**src/pkg/swf_defs.svh**
```systemverilog
// constants for the status word flag logic: offsets, bit positions, reset values, arithmetic limits
// Behaviour
// - add/subtract sets carry on MSB carry/borrow
// - multiply and divide always clear carry
// - decimal adjust carry reports BCD sum over 99
// - compare-jump carry means first unsigned below second
// - aux carry on carry/borrow at bit 4
// - bit 5 is a free software flag
// - bank bits select working register RAM bank
// - add overflow is carry6 xor carry7
// - subtract overflow is borrow6 xor borrow7
// - multiply overflow when product high byte nonzero
// - divide clears overflow, sets it on zero divisor
// - status word at D0H, resets zero, parity read-only
// - parity follows accumulator odd one count
`ifndef SWF_DEFS_SVH
`define SWF_DEFS_SVH

// bus widths
`define SWF_ADDR_W 8
`define SWF_DATA_W 32

// register byte offsets
`define SWF_OFS_ACC 8'h00
`define SWF_OFS_AUXB 8'h04
`define SWF_OFS_OPND 8'h08
`define SWF_OFS_CMD 8'h0C
`define SWF_OFS_BITOP 8'h10
`define SWF_OFS_BANK 8'h14
`define SWF_OFS_PSW 8'hD0

// status word bit positions
`define SWF_BIT_CARRY 7
`define SWF_BIT_AUX 6
`define SWF_BIT_USER0 5
`define SWF_BIT_BANK_HI 4
`define SWF_BIT_BANK_LO 3
`define SWF_BIT_OVF 2
`define SWF_BIT_USER1 1
`define SWF_BIT_PARITY 0

// reset values
`define SWF_PSW_RESET 8'h00
`define SWF_BYTE_RESET 8'h00

// bit-op and command register fields
`define SWF_BITOP_IDX_HI 2
`define SWF_BITOP_VAL 3
`define SWF_CMD_UNEQ 4

// working register bank stride is eight bytes
`define SWF_BANK_SHIFT 3

// decimal adjust limits
`define SWF_NIB_MAX 4'h9
`define SWF_HI_MAX 5'h09
`define SWF_LO_ADJ 9'h006
`define SWF_HI_ADJ 9'h060

// bus responses
`define SWF_RESP_OKAY 2'b00
`define SWF_RESP_SLVERR 2'b10

`endif

```
**src/pkg/swf_pkg.sv**
```systemverilog
// types shared by the status word flag logic
package swf_pkg;

  // arithmetic operations that touch the flags
  typedef enum logic [3:0] {
    swf_op_none = 4'h0,
    swf_op_plain_addition = 4'h1,
    swf_op_addition_with_carry_in = 4'h2,
    swf_op_subtract_with_borrow = 4'h3,
    swf_op_byte_product = 4'h4,
    swf_op_byte_quotient = 4'h5,
    swf_op_decimal_adjust_acc = 4'h6,
    swf_op_compare_jump_unequal = 4'h7
  } swf_op_type;

  // complete state of the top module
  typedef struct packed {
    logic carry_flag;
    logic aux_carry_flag;
    logic user_flag_zero;
    logic bank_select_hi;
    logic bank_select_lo;
    logic overflow_flag;
    logic user_flag_one;
    logic [7:0] acc;
    logic [7:0] aux_operand;
    logic [7:0] operand;
    logic [3:0] last_op;
    logic unequal;
    logic aw_full;
    logic [7:0] aw_addr;
    logic w_full;
    logic [31:0] w_data;
    logic [3:0] w_strb;
    logic bvalid;
    logic [1:0] bresp;
    logic rvalid;
    logic [31:0] rdata;
    logic [1:0] rresp;
  } swf_state_type;

endpackage

```
**src/swf_flag_unit.sv**
```systemverilog
// combinational arithmetic and flag generation for one operation
`timescale 1ns/1ps
`default_nettype none
`include "swf_defs.svh"

module swf_flag_unit (
  // operation select
  input wire swf_pkg::swf_op_type op,
  // operands and current flags
  input wire logic [7:0] acc,
  input wire logic [7:0] aux_operand,
  input wire logic [7:0] operand,
  input wire logic carry_in,
  input wire logic aux_in,
  input wire logic ovf_in,
  // results
  output logic [7:0] acc_out,
  output logic [7:0] aux_out,
  output logic carry_out,
  output logic aux_carry_out,
  output logic ovf_out,
  output logic unequal
);
  import swf_pkg::*;

  // wide intermediates so every carry and borrow is visible
  logic cin;
  logic [8:0] sum9;
  logic [4:0] lo5;
  logic [7:0] low7;
  logic [15:0] prod;
  logic [8:0] adj1;
  logic [8:0] adj2;

  /////////////////////////////////////////////////////////////////////////////
  // one case per operation; each starts from the old values
  always_comb begin
    acc_out = acc;
    aux_out = aux_operand;
    carry_out = carry_in;
    aux_carry_out = aux_in;
    ovf_out = ovf_in;
    unequal = 1'b0;
    cin = (op == swf_op_addition_with_carry_in) ? carry_in : 1'b0;
    sum9 = '0;
    lo5 = '0;
    low7 = '0;
    prod = '0;
    adj1 = '0;
    adj2 = '0;
    unique case (op)
      swf_op_plain_addition, swf_op_addition_with_carry_in: begin
        sum9 = {1'b0, acc} + {1'b0, operand} + 9'(cin);
        lo5 = {1'b0, acc[3:0]} + {1'b0, operand[3:0]} + 5'(cin);
        low7 = {1'b0, acc[6:0]} + {1'b0, operand[6:0]} + 8'(cin);
        acc_out = sum9[7:0];
        carry_out = sum9[8];
        aux_carry_out = lo5[4];
        ovf_out = low7[7] ^ sum9[8];
      end
      swf_op_subtract_with_borrow: begin
        // a set top bit after the subtract is the borrow
        sum9 = {1'b0, acc} - {1'b0, operand} - 9'(carry_in);
        lo5 = {1'b0, acc[3:0]} - {1'b0, operand[3:0]} - 5'(carry_in);
        low7 = {1'b0, acc[6:0]} - {1'b0, operand[6:0]} - 8'(carry_in);
        acc_out = sum9[7:0];
        carry_out = sum9[8];
        aux_carry_out = lo5[4];
        ovf_out = low7[7] ^ sum9[8];
      end
      swf_op_byte_product: begin
        prod = acc * aux_operand;
        acc_out = prod[7:0];
        aux_out = prod[15:8];
        carry_out = 1'b0;
        ovf_out = |prod[15:8];
      end
      swf_op_byte_quotient: begin
        carry_out = 1'b0;
        if (aux_operand == `SWF_BYTE_RESET) begin
          // results are undefined here; both bytes are simply kept
          ovf_out = 1'b1;
        end else begin
          acc_out = acc / aux_operand;
          aux_out = acc % aux_operand;
          ovf_out = 1'b0;
        end
      end
      swf_op_decimal_adjust_acc: begin
        // low digit, then high digit; carry is only ever raised here
        adj1 = {1'b0, acc};
        if ((acc[3:0] > `SWF_NIB_MAX) || aux_in) begin
          adj1 = adj1 + `SWF_LO_ADJ;
        end
        adj2 = adj1;
        if ((adj1[8:4] > `SWF_HI_MAX) || carry_in) begin
          adj2 = adj1 + `SWF_HI_ADJ;
        end
        acc_out = adj2[7:0];
        carry_out = carry_in | adj1[8] | adj2[8];
      end
      swf_op_compare_jump_unequal: begin
        carry_out = (acc < operand);
        unequal = (acc != operand);
      end
      default: begin
        // unknown codes change no byte or flag; unequal is driven low
        acc_out = acc;
      end
    endcase
  end

endmodule
`default_nettype wire

```
**src/swf_status_word.sv**
```systemverilog
// status word flag logic with an AXI4-Lite register slave
`timescale 1ns/1ps
`default_nettype none
`include "swf_defs.svh"

module swf_status_word (
  // clock and reset
  input wire logic aclk,
  input wire logic aresetn,
  // write address channel
  input wire logic [`SWF_ADDR_W-1:0] s_axi_awaddr,
  input wire logic [2:0] s_axi_awprot,
  input wire logic s_axi_awvalid,
  output logic s_axi_awready,
  // write data channel
  input wire logic [`SWF_DATA_W-1:0] s_axi_wdata,
  input wire logic [3:0] s_axi_wstrb,
  input wire logic s_axi_wvalid,
  output logic s_axi_wready,
  // write response channel
  output logic [1:0] s_axi_bresp,
  output logic s_axi_bvalid,
  input wire logic s_axi_bready,
  // read address channel
  input wire logic [`SWF_ADDR_W-1:0] s_axi_araddr,
  input wire logic [2:0] s_axi_arprot,
  input wire logic s_axi_arvalid,
  output logic s_axi_arready,
  // read data channel
  output logic [`SWF_DATA_W-1:0] s_axi_rdata,
  output logic [1:0] s_axi_rresp,
  output logic s_axi_rvalid,
  input wire logic s_axi_rready,
  // core-side view of the status word
  output logic [7:0] status_word,
  output logic parity_flag,
  output logic [7:0] bank_base_addr
);
  import swf_pkg::*;

  /////////////////////////////////////////////////////////////////////////////
  // state and helpers

  swf_state_type st_r;     // every flip-flop of the block
  swf_state_type st_nxt;   // next value of all of them

  logic aw_take;           // address handshake this cycle
  logic w_take;            // data handshake this cycle
  logic ar_take;           // read address handshake this cycle
  logic aw_have;           // write address available (held or arriving)
  logic w_have;            // write data available (held or arriving)
  logic wr_go;             // write is carried out this cycle
  logic [7:0] wr_addr;     // address of the write being carried out
  logic [31:0] wr_data;    // data of the write being carried out
  logic [3:0] wr_strb;     // strobes of the write being carried out
  logic [7:0] wr_byte;     // lane 0 of the write data
  logic [7:0] psw_now;     // status word as software reads it
  logic [7:0] psw_new;     // status word after a software write
  logic [7:0] rd_word;     // selected byte for a read
  logic rd_hit;            // read address is mapped
  logic wr_hit;            // write address is mapped

  // flag unit connections
  swf_op_type fu_op;
  logic [7:0] fu_acc;
  logic [7:0] fu_aux;
  logic fu_carry;
  logic fu_aux_carry;
  logic fu_ovf;
  logic fu_unequal;

  /////////////////////////////////////////////////////////////////////////////
  // handshake outputs

  // one write at a time: a slot stays closed while its item waits or the
  // response is still pending, which back-pressures the master cleanly
  assign s_axi_awready = !st_r.aw_full && !st_r.bvalid;
  assign s_axi_wready = !st_r.w_full && !st_r.bvalid;
  // one read at a time: no new address until the data is taken
  assign s_axi_arready = !st_r.rvalid;

  assign aw_take = s_axi_awvalid && s_axi_awready;
  assign w_take = s_axi_wvalid && s_axi_wready;
  assign ar_take = s_axi_arvalid && s_axi_arready;
  assign aw_have = st_r.aw_full || aw_take;
  assign w_have = st_r.w_full || w_take;
  assign wr_go = aw_have && w_have && !st_r.bvalid;

  // take held items first, otherwise those on the channel right now
  assign wr_addr = st_r.aw_full ? st_r.aw_addr : s_axi_awaddr;
  assign wr_data = st_r.w_full ? st_r.w_data : s_axi_wdata;
  assign wr_strb = st_r.w_full ? st_r.w_strb : s_axi_wstrb;
  assign wr_byte = wr_data[7:0];

  /////////////////////////////////////////////////////////////////////////////
  // bus-side outputs straight from flip-flops

  assign s_axi_bvalid = st_r.bvalid;
  assign s_axi_bresp = st_r.bresp;
  assign s_axi_rvalid = st_r.rvalid;
  assign s_axi_rdata = st_r.rdata;
  assign s_axi_rresp = st_r.rresp;

  /////////////////////////////////////////////////////////////////////////////
  // status word view

  // parity is pure logic on the accumulator, so it can never go stale
  assign parity_flag = ^st_r.acc;

  // bit 0 always shows parity; software cannot store into it
  assign psw_now = {st_r.carry_flag, st_r.aux_carry_flag, st_r.user_flag_zero,
                    st_r.bank_select_hi, st_r.bank_select_lo, st_r.overflow_flag,
                    st_r.user_flag_one, parity_flag};
  assign status_word = psw_now;

  // bank n covers n*8 to n*8+7 of internal RAM
  assign bank_base_addr = 8'({st_r.bank_select_hi, st_r.bank_select_lo}) << `SWF_BANK_SHIFT;

  /////////////////////////////////////////////////////////////////////////////
  // flag unit: the opcode comes from the command write under way

  assign fu_op = swf_op_type'(wr_byte[3:0]);

  swf_flag_unit u_flag_unit (
    .op(fu_op),
    .acc(st_r.acc),
    .aux_operand(st_r.aux_operand),
    .operand(st_r.operand),
    .carry_in(st_r.carry_flag),
    .aux_in(st_r.aux_carry_flag),
    .ovf_in(st_r.overflow_flag),
    .acc_out(fu_acc),
    .aux_out(fu_aux),
    .carry_out(fu_carry),
    .aux_carry_out(fu_aux_carry),
    .ovf_out(fu_ovf),
    .unequal(fu_unequal)
  );

  /////////////////////////////////////////////////////////////////////////////
  // software view of a write to the status word, whole byte or single bit
  always_comb begin
    psw_new = psw_now;
    if (wr_addr == `SWF_OFS_PSW) begin
      // whole-byte write
      psw_new = wr_byte;
    end else begin
      // bit-addressed write: one bit replaced, the others untouched
      psw_new[wr_byte[`SWF_BITOP_IDX_HI:0]] = wr_byte[`SWF_BITOP_VAL];
    end
  end

  /////////////////////////////////////////////////////////////////////////////
  // address decode for writes and reads
  always_comb begin
    unique case (wr_addr)
      `SWF_OFS_ACC, `SWF_OFS_AUXB, `SWF_OFS_OPND, `SWF_OFS_CMD, `SWF_OFS_BITOP, `SWF_OFS_PSW: begin
        wr_hit = 1'b1;
      end
      default: begin
        // bank register is read-only, unmapped addresses are refused
        wr_hit = 1'b0;
      end
    endcase
  end

  always_comb begin
    rd_hit = 1'b1;
    unique case (s_axi_araddr)
      `SWF_OFS_ACC: begin
        rd_word = st_r.acc;
      end
      `SWF_OFS_AUXB: begin
        rd_word = st_r.aux_operand;
      end
      `SWF_OFS_OPND: begin
        rd_word = st_r.operand;
      end
      `SWF_OFS_CMD: begin
        // last opcode and the compare result
        rd_word = `SWF_BYTE_RESET;
        rd_word[3:0] = st_r.last_op;
        rd_word[`SWF_CMD_UNEQ] = st_r.unequal;
      end
      `SWF_OFS_BITOP: begin
        rd_word = `SWF_BYTE_RESET;
      end
      `SWF_OFS_BANK: begin
        rd_word = bank_base_addr;
      end
      `SWF_OFS_PSW: begin
        rd_word = psw_now;
      end
      default: begin
        rd_word = `SWF_BYTE_RESET;
        rd_hit = 1'b0;
      end
    endcase
  end

  /////////////////////////////////////////////////////////////////////////////
  // next state: channels, register writes and operations
  always_comb begin
    st_nxt = st_r;

    // hold whichever write half arrives first
    if (aw_take) begin
      st_nxt.aw_full = 1'b1;
      st_nxt.aw_addr = s_axi_awaddr;
    end
    if (w_take) begin
      st_nxt.w_full = 1'b1;
      st_nxt.w_data = s_axi_wdata;
      st_nxt.w_strb = s_axi_wstrb;
    end

    // response taken by the master
    if (st_r.bvalid && s_axi_bready) begin
      st_nxt.bvalid = 1'b0;
    end

    // both halves present: carry out the write and answer
    if (wr_go) begin
      st_nxt.aw_full = 1'b0;
      st_nxt.w_full = 1'b0;
      st_nxt.bvalid = 1'b1;
      st_nxt.bresp = wr_hit ? `SWF_RESP_OKAY : `SWF_RESP_SLVERR;
      // registers are one byte wide and live in lane 0 only
      if (wr_hit && wr_strb[0]) begin
        unique case (wr_addr)
          `SWF_OFS_ACC: begin
            st_nxt.acc = wr_byte;
          end
          `SWF_OFS_AUXB: begin
            st_nxt.aux_operand = wr_byte;
          end
          `SWF_OFS_OPND: begin
            st_nxt.operand = wr_byte;
          end
          `SWF_OFS_CMD: begin
            // the operation completes in this cycle; flags it does not
            // define come back unchanged from the flag unit
            st_nxt.last_op = wr_byte[3:0];
            st_nxt.acc = fu_acc;
            st_nxt.aux_operand = fu_aux;
            st_nxt.carry_flag = fu_carry;
            st_nxt.aux_carry_flag = fu_aux_carry;
            st_nxt.overflow_flag = fu_ovf;
            st_nxt.unequal = fu_unequal;
          end
          default: begin
            // status word, whole or bitwise; bit 0 is dropped
            st_nxt.carry_flag = psw_new[`SWF_BIT_CARRY];
            st_nxt.aux_carry_flag = psw_new[`SWF_BIT_AUX];
            st_nxt.user_flag_zero = psw_new[`SWF_BIT_USER0];
            st_nxt.bank_select_hi = psw_new[`SWF_BIT_BANK_HI];
            st_nxt.bank_select_lo = psw_new[`SWF_BIT_BANK_LO];
            st_nxt.overflow_flag = psw_new[`SWF_BIT_OVF];
            st_nxt.user_flag_one = psw_new[`SWF_BIT_USER1];
          end
        endcase
      end
    end

    // read data taken by the master
    if (st_r.rvalid && s_axi_rready) begin
      st_nxt.rvalid = 1'b0;
    end

    // new read: data is captured at the edge that takes the address and is valid in the next cycle
    if (ar_take) begin
      st_nxt.rvalid = 1'b1;
      st_nxt.rdata = {24'h00_0000, rd_word};
      st_nxt.rresp = rd_hit ? `SWF_RESP_OKAY : `SWF_RESP_SLVERR;
    end
  end

  /////////////////////////////////////////////////////////////////////////////
  // register everything; synchronous reset clears the whole state
  always_ff @(posedge aclk) begin
    if (!aresetn) begin
      st_r <= '0;
    end else begin
      st_r <= st_nxt;
    end
  end

endmodule
`default_nettype wire

```
**config.mk**
```make
export PLATFORM = sky130hd
export DESIGN_NAME = swf_status_word
export DESIGN_NICKNAME = d
export VERILOG_FILES = /design/src/pkg/swf_pkg.sv /design/src/swf_flag_unit.sv /design/src/swf_status_word.sv
export VERILOG_INCLUDE_DIRS = /design/src /design/src/pkg
export SDC_FILE = /design/constraint.sdc
export NUM_CORES = 1
export LEC_CHECK = 0
export BUFFER_PORTS_ARGS = -buffer_cell sky130_fd_sc_hd__buf_2
export CORE_ASPECT_RATIO = 1.25
export CORE_UTILIZATION = 30
export DETAILED_ROUTE_END_ITERATION = 12
export PLACE_DENSITY_LB_ADDON = 0.3
export SKIP_CTS_REPAIR_TIMING = 1
export SYNTH_ARGS = -nofsm -noshare
export SYNTH_HDL_FRONTEND = slang
export SYNTH_SLANG_ARGS = --single-unit
```
**constraint.sdc**
```tcl
create_clock -name aclk -period 12.75 [get_ports aclk]
set_input_delay 3.1875 -clock aclk [delete_from_list [all_inputs] [get_ports aclk]]
set_output_delay 3.1875 -clock aclk [all_outputs]
set_load 0.1 [all_outputs]
```
Word level (Yosys, flattened, before mapping) --
Index checks and enable logic that the tools add are counted.
Storage, ports and cells: bits in registers 69, input bits 65, logic and storage cells 153
Cells by class: add/subtract/negate cells 14, multiply operators 1, div/mod/pow operators 2, magnitude comparators 5, equality and inequality tests 25, mux-type cells 34, bitwise operators 7, reduce and logical (&&, ||, !) cells 43
Operators with widths (number):
- $pmux W8 S2 | 3
- $pmux W8 S6 | 1
- $mux W8 | 5
- $pmux W8 S5 | 1
- $mux W9 | 4
- $mux W35 | 1
- $eq A8 B4 Y1 const B | 4
- $eq A8 B5 Y1 const B | 3
- $logic_not A8 Y1 | 3
- $eq A4 B3 Y1 const B | 4
- $eq A8 B3 Y1 const B | 2
- $eq A8 B8 Y1 const B | 2
- $mul A8 B8 Y16 | 1
- $reduce_and A4 Y1 | 3
- $logic_and A1 B1 Y1 | 11
- $reduce_and A5 Y1 | 2
- $add A8 B3 Y9 const B | 1
- $add A8 B8 Y9 | 1
- $add A9 B1 Y9 | 1
- $add A9 B7 Y9 const B | 1
- $mux W1 | 9
- $reduce_and A3 Y1 | 3
- $sub A8 B8 Y9 | 1
- $sub A9 B1 Y9 | 1
- other kinds (44) | 63

Longest topological paths before layout --
Gate-level depths: netlist of the first run.
word-level depth 11, depth in mapped cells 54, gate-level depth less buffers 53

Hierarchy --
From an unflattened synthesis of the first run, not the netlist that was laid out.
Unflattened totals: cells, all modules 1244, area total of the unflattened synthesis 9740.6 µm²
Modules (own cells, without submodules):
- swf_flag_unit | instances 1, cells each 759, area an instance 5699.2 µm²
- swf_status_word | instances 1, cells each 485, area an instance 4041.4 µm²

Least setup slack after synthesis of the first run --
OpenSTA, ideal clock, no wires.
path kind register to register, from register st_r[97] (netlist bit), to register st_r[103] (netlist bit), data arrival time 11.560 ns, required time 12.627 ns, setup slack 1.066 ns, cell stages (with the launch flop) 53, path buffers 2, clock period less this slack 11.684 ns, path through dfxtp_1 -> inv_1 -> ha_1 -> nor2_1 -> nor4_1 -> xnor2_1 -> ha_1 -> o21a_1 -> or3_1 -> o32a_1 -> o21ai_2 -> ha_1 -> o21a_1 -> o21a_1 -> o211ai_2 -> mux2i_1 -> ha_1 -> o21a_1 -> [17 not listed] -> or2b_1 -> o31a_1 -> ha_1 -> or2_2 -> a21oi_1 -> a211oi_1 -> or2_2 -> mux2_2 -> ha_1 -> a21o_1 -> a21oi_1 -> o21ai_0 -> a211o_1 -> a21oi_1 -> clkbuf_1 -> nor4_1 -> a311oi_1 -> a21oi_1
On the way: longest elaborated chain between the ends 4, elaborated cells on any way between the ends 8, those cells by class mul (1); div (1); eq/ne (1); mux (3); reduce/logical (2)
RTL lines:
- start: declaration | RTL line swf_status_word.sv:44 | swf_state_type st_r;
- start signal: assignment | RTL line swf_status_word.sv:284 | st_r <= st_nxt;
- $mod A8 B8 Y8 | RTL line swf_flag_unit.sv:85 | aux_out = acc % aux_operand;
- $mux W8 | RTL line swf_flag_unit.sv:80 | if (aux_operand == `SWF_BYTE_RESET) begin
- $pmux W8 S2 | RTL line swf_flag_unit.sv:51 | unique case (op)
- $pmux W8 S2 | RTL line swf_status_word.sv:230 | unique case (wr_addr)
Parallel ways exist; a longest one is shown, timed or not. The select of a mux whose other input is x is not followed. A chain may end at the register's enable or synchronous reset.

Final worst setup path of the first run --
from register st_r[110] (netlist bit), to register st_r[98] (netlist bit)
On the way: longest elaborated chain between the ends 4, elaborated cells on any way between the ends 5, those cells by class mul (1); div (1); mux (3)
RTL lines (RTL line):
- $mod A8 B8 Y8 | swf_flag_unit.sv:85
- $mux W8 | swf_flag_unit.sv:80
- $pmux W8 S2 * | swf_flag_unit.sv:51
- $pmux W8 S2 * | swf_status_word.sv:230
Every way passes the cells marked *; elsewhere a longest branch is shown, timed or not. The select of a mux whose other input is x is not followed.

==> results.sh, run 1 <==
export IMPL_crit_type="reg2reg"
export IMPL_switchingPower_mw=0.817
export IMPL_most_common_layout_cells="128 x nand2_1, 120 x ha_1, 116 x nor2_1, 101 x inv_1, 88 x a21oi_1"
export IMPL_finalSetupTns_ns=0
export IMPL_worst_slew_pin_slew_ns=1.18
export IMPL_io_pins=123
export IMPL_firstDrtPassIters=5
export IMPL_netlist_area_leader_share_pct=15.9
export IMPL_synth_edf_count=0
export IMPL_endpoint_kind="flip-flop"
export IMPL_p_int_mw=0.861
export IMPL_max_cap_violations=0
export IMPL_avgSynthCellArea_um2=7.61
export IMPL_fillCellCount=3374
export IMPL_async_flop_share_pct=0
export IMPL_grt_ovfl_total=0
export IMPL_clk_latency_ns=0.35
export IMPL_ant_nets=0
export IMPL_hp_start="st_r[47]"
export IMPL_die_width_um=161
export IMPL_clockBufferDepth=2
export IMPL_powerDensity_nw_per_um2=161
export IMPL_wl_per_cell_um=18.3
export IMPL_drive_above_1_share_pct=11.5
export IMPL_io_buffers=57
export IMPL_globalplace_congestion=0.926
export IMPL_syn_area_um2=9470
export IMPL_synth_ff_latch_count=67
export IMPL_synthCells=1245
export IMPL_crit_path_max_fanout=8
export IMPL_cts_max_level=3
export IMPL_maxSlewHeadroom_pct=20.8
export IMPL_fp_dieArea_um2=32300
export IMPL_grt_start_max_net_pins=44
export IMPL_ys_flop_type="dfxtp_1"
export IMPL_layout_setup_ws_ns=0.825
export IMPL_switching_share_pct=48.7
export IMPL_cts_made_buffers=9
export IMPL_power_frac_clock_pct=16.7
export IMPL_ys_types=77
export IMPL_syn_to_final_growth_pct=10.3
export IMPL_regToRegStartpoint="st_r[110]"
export IMPL_p_comb_share_pct=70.0
export IMPL_ys_warn_count=0
export IMPL_grt_use_total_pct=19.3
export IMPL_slew_viol_final=0
export IMPL_clk_pin_slew_ns=0.06
export IMPL_vdd_drop_max_mv=0.241
export IMPL_drt_iter0_markers=683
export IMPL_clock_fmax_mhz=83.9
export IMPL_root_buffer="clkbuf_16"
export IMPL_startpoint_type="flip-flop"
export IMPL_leakagePower_nw=4.60
export IMPL_final_common_cell="nand2_1"
export IMPL_grt_pass1_vias=8754
export IMPL_finalHoldViolCount=0
export IMPL_finalCritPeriodShare_pct=93.5
export IMPL_r2r_slack_ns=0.82
export IMPL_cts_tree="yes"
export IMPL_dp_hpwl_mm=24.6
export IMPL_die_y_um=201
export IMPL_cpMostUsedCell="ha_1"
export IMPL_fin_crit_ns=11.93
export IMPL_wirelength_mm=31.1
export IMPL_place_ws_ns=0.612
export IMPL_min_to="st_r[47]"
export IMPL_drc=0
export IMPL_cp_required_ns=13.00
export IMPL_finalPower_mw=1.68
export IMPL_critPathSlowestCell="o32ai_2"
export IMPL_synth_largest_area_cell="ha_1"
export IMPL_antenna_found_initial=0
export IMPL_arrival_ns=12.17
export IMPL_hp_class="reg2reg"
export IMPL_via_per_inst=5.31
export IMPL_grt_pass1_wl_mm=48.1
export IMPL_dp_cells=1681
export IMPL_stdcell_count=1698
export IMPL_rows=72
export IMPL_final_nets=1512
export IMPL_reg2reg_depth=50
export IMPL_run_status="completed"
export IMPL_setup_viol=0
export IMPL_diodes=0
export IMPL_post_route_util_pct=33.7
export IMPL_synth_area_leaders="ha_1 16%, dfxtp_1 14%, fa_1 8.7%"
export IMPL_synth_seq_area_share_pct=14.2
export IMPL_fin_worst_skew_ns=0.00614
export IMPL_initial_core_util_pct=30.6
export IMPL_cts_sinks=67
export IMPL_core_area_um2=31000
export IMPL_critPathMaxStageDelay_ns=0.42
export IMPL_dr_total_vias=9012
export IMPL_r2r_end="st_r[98]"
export IMPL_holdPathStages=2
export IMPL_seqPwrFrac_pct=13.4
-- through the flow --
stage,cell area [um2],hold slack [ns]
floorplan,9590,0.436
global placement,10100,0.445
detailed placement,10100,0.446
CTS,10400,0.455
global route,10400,0.475
finish,10400,0.456
-- cells in the mapped netlist, drive strengths merged (4+ instances only) --
cell type and instances:
a211oi 28, a21boi 11, a21o 14, a21oi 88
a221oi 7, a22oi 23, a31oi 8, and2 5
and3 6, buf 60, clkbuf 35, clkinv 5
dfxtp 67, fa 41, ha 120, inv 101
mux2 10, mux2i 18, nand2 129, nand2b 10
nand3 23, nand4 6, nor2 118, nor2b 20
nor3 30, nor3b 5, nor4 7, o2111ai 4
o211a 5, o211ai 12, o21a 18, o21ai 78
o21bai 7, o221ai 5, o31ai 5, or2 9
or3 9, xnor2 37, xor2 16
-- critical path, delay by kind of cell (launching register included) --
family | cells | cell delay (ns)
AO/OA/AOI/OAI | 26 | 5.25
buffers and inverters | 2 | 0.36
adder cells (fa/ha/maj) | 8 | 2.45
AND/OR/NAND/NOR | 10 | 2.34
multiplexers | 3 | 0.92
flip-flops | 1 | 0.33
XOR/XNOR | 1 | 0.16
-- how the worst max path moves through the flow --
stage / end / startpoint / slack, ns
floorplan: st_r[103] / st_r[97] / 1.07
global placement: st_r[98] / st_r[101] / 0.75
detailed placement: st_r[98] / st_r[101] / 0.61
CTS: st_r[98] / st_r[101] / 0.59
global route: st_r[98] / st_r[104] / -0.009
finish: st_r[98] / st_r[110] / 0.82
-- cell type report --
class / instances / area [um2] / share of cell area [%]
inverters: 106 / 398 / 3.81
repair buffers: 94 / 563 / 5.39
clock inverters: 7 / 98.8 / 0.946
well taps: 407 / 509 / 4.87
clock buffers: 9 / 225 / 2.16
multi-input cells: 1008 / 7310 / 70.0
flip-flops and latches: 67 / 1340 / 12.8
-- kinds of logic after synthesis --
group,Yosys count,synth area share (%)
and+or+nand+nor,390,19.2
AOI/OAI and AO/OA,344,24.0
buffers and inverters,201,10.1
adders and majority gates,161,24.5
DFF,67,14.2
xor gates and xnor gates,53,4.90
muxes,28,3.09
other,1,0.0396
-- sequential cells by signal, summed over array words and instances, names as in the netlist --
| register | cells |
|---|---|
| bank_base_addr | 2 |
| status_word | 5 |
| s_axi_bvalid | 1 |
| s_axi_rdata | 8 |
| s_axi_bresp | 1 |
| s_axi_rvalid | 1 |
| st_r | 48 |
| s_axi_rresp | 1 |
-- metal layers --
| metal | global-route usage (%) | vias up | share of wire [%] | routed length [um] |
|---|---|---|---|---|
| met5 | 0 | - | 0 | 0 |
| met4 | 9.27 | 0 | 4.6 | 1440 |
| met3 | 2.29 | 75 | 5.1 | 1590 |
| met2 | 33.6 | 294 | 49 | 15300 |
| met1 | 23.3 | 4260 | 41 | 12700 |
| li1 | - | 4383 | - | - |
-- power groups by stage --
| stage | registers (mW) | logic, mW | clock network (mW) |
|---|---|---|---|
| detailed placement | 0.229 | 1.13 | 0 |
| CTS | 0.224 | 1.15 | 0.283 |
| global placement | 0.228 | 1.13 | 0 |
| floorplan | 0.229 | 0.845 | 0 |
| finish | 0.224 | 1.17 | 0.280 |
| global route | 0.225 | 1.28 | 0.292 |
Power figures use the tool's default switching activity.
==> run 2: changes to the inputs <==
--- a/config.mk
+++ b/config.mk
@@ -9,6 +9,7 @@
 export BUFFER_PORTS_ARGS = -buffer_cell sky130_fd_sc_hd__buf_2
 export CORE_ASPECT_RATIO = 1.25
 export CORE_UTILIZATION = 30
+export CTS_BUF_LIST = sky130_fd_sc_hd__clkbuf_8
 export DETAILED_ROUTE_END_ITERATION = 12
 export PLACE_DENSITY_LB_ADDON = 0.3
 export SKIP_CTS_REPAIR_TIMING = 1
==> run 2 against run 1 <==
Core utilization down 0.33 points; flip-flop and latch count unchanged; die area unchanged; setup slack better by 0.018 ns; sequential power about the same; sequential share of layout area up 0.13 points; total power down 4.3%; wire length down 0.26%; worst hold slack better by 0.0044 ns; combinational power about the same; via count down 0.24%; critical path type unchanged; largest cell class unchanged.
==> results.sh, run 2 (synthesized netlist as in run 1, its figures left out) <==
export IMPL_endpoint_kind="flip-flop"
export IMPL_powerDensity_nw_per_um2=155
export IMPL_final_nets=1512
export IMPL_finalCritPeriodShare_pct=93.4
export IMPL_initial_core_util_pct=30.6
export IMPL_die_width_um=161
export IMPL_p_int_mw=0.800
export IMPL_grt_start_max_net_pins=44
export IMPL_clockBufferDepth=2
export IMPL_arrival_ns=12.20
export IMPL_finalSetupTns_ns=0
export IMPL_whs_ns=0.461
export IMPL_rows=72
export IMPL_busiest_layer="met2"
export IMPL_drc=0
export IMPL_diodes=0
export IMPL_crit_type="reg2reg"
export IMPL_power_frac_clock_pct=13.2
export IMPL_gr_usage_met2_pct=33.6
export IMPL_cp_required_ns=13.04
export IMPL_antenna_found_initial=0
export IMPL_clk_pin_slew_ns=0.09
export IMPL_setup_viol=0
export IMPL_drive_above_1_share_pct=11.5
export IMPL_seqPwrFrac_pct=13.9
export IMPL_slew_viol_final=0
export IMPL_ant_nets=0
export IMPL_wirelength_mm=31.0
export IMPL_io_buffers=57
export IMPL_dp_hpwl_mm=24.6
export IMPL_largest_reg_flops=48
export IMPL_largest_register="st_r"
export IMPL_worst_slew_pin_slew_ns=1.12
export IMPL_via_per_inst=5.29
export IMPL_grt_pass1_wl_mm=48.0
export IMPL_critPathBufInv=1
export IMPL_firstDrtPassIters=9
export IMPL_fillCellCount=3390
export IMPL_critPathMaxStageDelay_ns=0.39
export IMPL_cts_max_level=3
export IMPL_cts_made_buffers=9
export IMPL_crit_path_max_fanout=8
export IMPL_core_area_um2=31000
export IMPL_layout_setup_ws_ns=0.843
export IMPL_drt_iter0_markers=730
export IMPL_run_status="completed"
export IMPL_wl_per_cell_um=18.3
export IMPL_critPathSlowestCell="nor4_4"
export IMPL_cts_sinks=67
export IMPL_startpoint_type="flip-flop"
export IMPL_maxSlewHeadroom_pct=24.4
export IMPL_cpLargestDelayFamily="compound AO/OA/AOI/OAI gates"
export IMPL_switching_share_pct=50.2
export IMPL_dr_total_vias=8990
export IMPL_hp_class="reg2reg"
export IMPL_grt_met1_usage_pct=23.1
export IMPL_max_cap_violations=0
export IMPL_grt_ovfl_total=0
export IMPL_clock_fmax_mhz=84.0
export IMPL_place_ws_ns=0.612
export IMPL_grt_use_met3_pct=2.17
export IMPL_cts_tree="yes"
export IMPL_io_pins=123
export IMPL_finalHoldViolCount=0
export IMPL_most_common_layout_cells="128 x nand2_1, 120 x ha_1, 116 x nor2_1, 101 x inv_1, 88 x a21oi_1"
export IMPL_vdd_drop_max_mv=0.240
export IMPL_fin_crit_ns=11.91
export IMPL_root_buffer="clkbuf_8"
export IMPL_finalPower_mw=1.61
export IMPL_fp_dieArea_um2=32300
export IMPL_globalplace_congestion=0.926
export IMPL_leakagePower_nw=4.55
export IMPL_grt_use_total_pct=19.2
export IMPL_die_y_um=201
export IMPL_p_comb_share_pct=72.9
export IMPL_fin_worst_skew_ns=0.0117
export IMPL_switchingPower_mw=0.807
export IMPL_final_common_cell="nand2_1"
export IMPL_grt_pass1_vias=8754
export IMPL_clk_latency_ns=0.39
export IMPL_syn_to_final_growth_pct=9.26
[run 2: cell types whose count changed in the layout (fill, tap and decap cells not counted)]
cell       previous run  this run
clkbuf_16             9         0
clkbuf_8              0         9
[run 2: tightest hold or removal path, stage by stage, from the launching register on]
cell     delay [ns]
dfxtp_1        0.32
nand2_1        0.05
a21oi_1        0.05
[run 2: metal layers]
layer	vias up	share of wire (%)
met2	282	49
met3	74	4.8
li1	4379	-
met4	0	4.7
met5	-	0
met1	4255	41
[run 2: area by class of cell]
cell class,count,area (um2),area share [%]
Clock buffer,9,124,1.20
Clock inverter,7,98.8,0.955
Inverter,106,398,3.85
Multi-Input combinational cell,1008,7310,70.7
Sequential cell,67,1340,13.0
Tap cell,407,509,4.92
Timing Repair Buffer,94,563,5.44
[run 2: final timing paths]
path,startpoint,endpoint,slack [ns],cells after the start
worst max-delay path,st_r[104],st_r[98],0.84,50
worst min-delay path,st_r[48],st_r[48],0.46,2
worst max register to register,st_r[104],st_r[98],0.84,50
worst min register to register,st_r[48],st_r[48],0.46,2
[run 2: per-stage QoR]
stage               cell area (um2)  util (%)  cells
floorplan                      9590         -   1276
global placement              10100      32.6   1681
detailed placement            10100      32.6   1681
CTS                           10300      33.3   1697
global route                  10300      33.4   1698
finish                        10300      33.4   1698
[run 2: power by group through the flow]
stage / Clock, mW / Sequential, mW / Combinational [mW]
2_1_floorplan: 0 / 0.229 / 0.845
3_3_place_gp: 0 / 0.228 / 1.13
3_5_place_dp: 0 / 0.229 / 1.13
4_1_cts: 0.213 / 0.224 / 1.15
5_1_grt: 0.222 / 0.225 / 1.28
6_report: 0.212 / 0.224 / 1.17
==> run 3: changes to the inputs <==
--- a/config.mk
+++ b/config.mk
@@ -8,6 +8,7 @@
 export LEC_CHECK = 0
 export BUFFER_PORTS_ARGS = -buffer_cell sky130_fd_sc_hd__buf_2
 export CORE_ASPECT_RATIO = 1.25
+export CORE_MARGIN = 10
 export CORE_UTILIZATION = 30
 export CTS_BUF_LIST = sky130_fd_sc_hd__clkbuf_8
 export DETAILED_ROUTE_END_ITERATION = 12
==> run 3 against run 2 <==
Setup slack worse by 0.033 ns; largest cell class unchanged; sequential share of layout area about the same; combinational power about the same; sequential power barely moved; global-route usage decreased by 3.1 points; non-clock buffer count unchanged; total power shrank 1.3%; via count is 0.49% higher.
==> results.sh, run 3 (synthesized netlist as in run 1, its figures left out) <==
export IMPL_powerDensity_nw_per_um2=153
export IMPL_grt_pass1_wl_mm=49.5
export IMPL_clock_fmax_mhz=83.7
export IMPL_cts_sinks=67
export IMPL_crit_path_max_fanout=9
export IMPL_initial_core_util_pct=30.5
export IMPL_grt_use_total_pct=16.1
export IMPL_cts_max_level=3
export IMPL_critPathSlowestCell="a2111oi_1"
export IMPL_io_pins=123
export IMPL_p_int_mw=0.777
export IMPL_crit_type="reg2reg"
export IMPL_power_frac_clock_pct=12.1
export IMPL_cts_made_buffers=9
export IMPL_max_cap_violations=0
export IMPL_core_area_um2=31100
export IMPL_startpoint_type="flip-flop"
export IMPL_hp_start="st_r[47]"
export IMPL_diodes=0
export IMPL_die_width_um=179
export IMPL_cp_required_ns=13.00
export IMPL_clockBufferDepth=2
export IMPL_most_common_layout_cells="128 x nand2_1, 120 x ha_1, 117 x nor2_1, 101 x inv_1, 87 x a21oi_1"
export IMPL_die_y_um=219
export IMPL_worst_slew_pin_slew_ns=1.11
export IMPL_largest_register="st_r"
export IMPL_finalHoldViolCount=0
export IMPL_io_buffers=57
export IMPL_switching_share_pct=51.0
export IMPL_rows=72
export IMPL_reg2reg_depth=51
export IMPL_cts_tree="yes"
export IMPL_dp_hpwl_mm=25.5
export IMPL_critPathMaxStageDelay_ns=0.62
export IMPL_p_comb_share_pct=74.0
export IMPL_root_buffer="clkbuf_8"
export IMPL_final_nets=1512
export IMPL_min_to="st_r[47]"
export IMPL_fin_worst_skew_ns=0.00725
export IMPL_holdPathStages=2
export IMPL_grt_start_max_net_pins=44
export IMPL_hp_class="reg2reg"
export IMPL_vdd_drop_max_mv=0.148
export IMPL_cpLargestDelayFamily="compound AO/OA/AOI/OAI gates"
export IMPL_firstDrtPassIters=5
export IMPL_regToRegStartpoint="st_r[110]"
export IMPL_r2r_slack_ns=0.81
export IMPL_leakagePower_nw=4.55
export IMPL_globalplace_congestion=0.948
export IMPL_fillCellCount=3422
export IMPL_drt_iter0_markers=532
export IMPL_gr_usage_met2_pct=28.2
export IMPL_ant_nets=0
export IMPL_fin_crit_ns=11.94
export IMPL_clk_latency_ns=0.37
export IMPL_fp_dieArea_um2=39100
export IMPL_via_per_inst=5.32
export IMPL_final_common_cell="nand2_1"
export IMPL_syn_to_final_growth_pct=9.21
export IMPL_grt_ovfl_total=0
export IMPL_wl_per_cell_um=18.9
export IMPL_drc=0
export IMPL_setup_viol=0
export IMPL_crit_start="st_r[110]"
export IMPL_dr_total_vias=9034
export IMPL_drive_above_1_share_pct=11.8
export IMPL_critPathBufInv=4
export IMPL_finalCritPeriodShare_pct=93.7
export IMPL_grt_pass1_vias=8931
export IMPL_busiest_layer="met2"
export IMPL_grt_met1_usage_pct=19.1
export IMPL_seqPwrFrac_pct=14.0
export IMPL_regArea_um2=1340
export IMPL_finalPower_mw=1.59
export IMPL_multi_input_area_um2=7330
export IMPL_run_status="completed"
export IMPL_finalSetupTns_ns=0
export IMPL_clk_pin_slew_ns=0.08
export IMPL_endpoint_kind="flip-flop"
export IMPL_r2r_end="st_r[103]"
export IMPL_antenna_found_initial=0
export IMPL_slew_viol_final=0
export IMPL_wirelength_mm=32.2
export IMPL_maxSlewHeadroom_pct=25.2
export IMPL_grt_use_met3_pct=2.09
export IMPL_largest_reg_flops=48
export IMPL_cpMostUsedCell="ha_1"
export IMPL_arrival_ns=12.19
export IMPL_switchingPower_mw=0.809
run 3: routing by layer:
metal  part of all wire [%]  vias to the layer above
li1                       -                     4367
met1                     42                     4381
met2                     50                      219
met3                    4.1                       67
met4                    4.4                        0
met5                      0                        -
run 3: worst register-to-register path: cells and delay by family (launching register included):
family          cells  cell delay (ns)
xor+xnor            1             0.15
fa+ha+maj           8             2.38
buf+inv             4             0.70
mux                 1             0.30
flops               1             0.33
simple gates       11             2.55
compound gates     26             5.40
run 3: how the worst max path moves through the flow:
stage	cells after the start	end
after floorplan	52	st_r[103]
after global placement	51	st_r[103]
after detailed placement	51	st_r[103]
after CTS	51	st_r[103]
after global routing	50	st_r[103]
final	51	st_r[103]
run 3: area by class of cell:
| class | instances | area share [%] |
|---|---|---|
| clock buffer | 10 | 1.33 |
| clock inverter | 6 | 0.617 |
| inverter | 106 | 3.85 |
| multi-input combinational | 1008 | 70.9 |
| sequential | 67 | 13.0 |
| tap | 407 | 4.92 |
| timing repair buffer | 94 | 5.44 |
run 3: power groups by stage:
stage / clock, mW / combinational, mW / sequential, mW
global placement: 0 / 1.13 / 0.226
detailed placement: 0 / 1.14 / 0.226
global route: 0.201 / 1.27 / 0.222
floorplan: 0 / 0.845 / 0.229
CTS: 0.193 / 1.14 / 0.222
finish: 0.191 / 1.17 / 0.222
run 3: per-stage QoR:
stage	hold WS [ns]	setup slack [ns]	instances	cell area, um2	util, %
2_1_floorplan	0.436	1.07	1276	9590	-
3_3_place_gp	0.444	0.373	1681	10100	32.5
3_5_place_dp	0.449	0.310	1681	10100	32.5
4_1_cts	0.459	0.249	1697	10300	33.1
5_1_grt	0.481	-0.0168	1698	10300	33.3
6_report	0.458	0.809	1698	10300	33.3
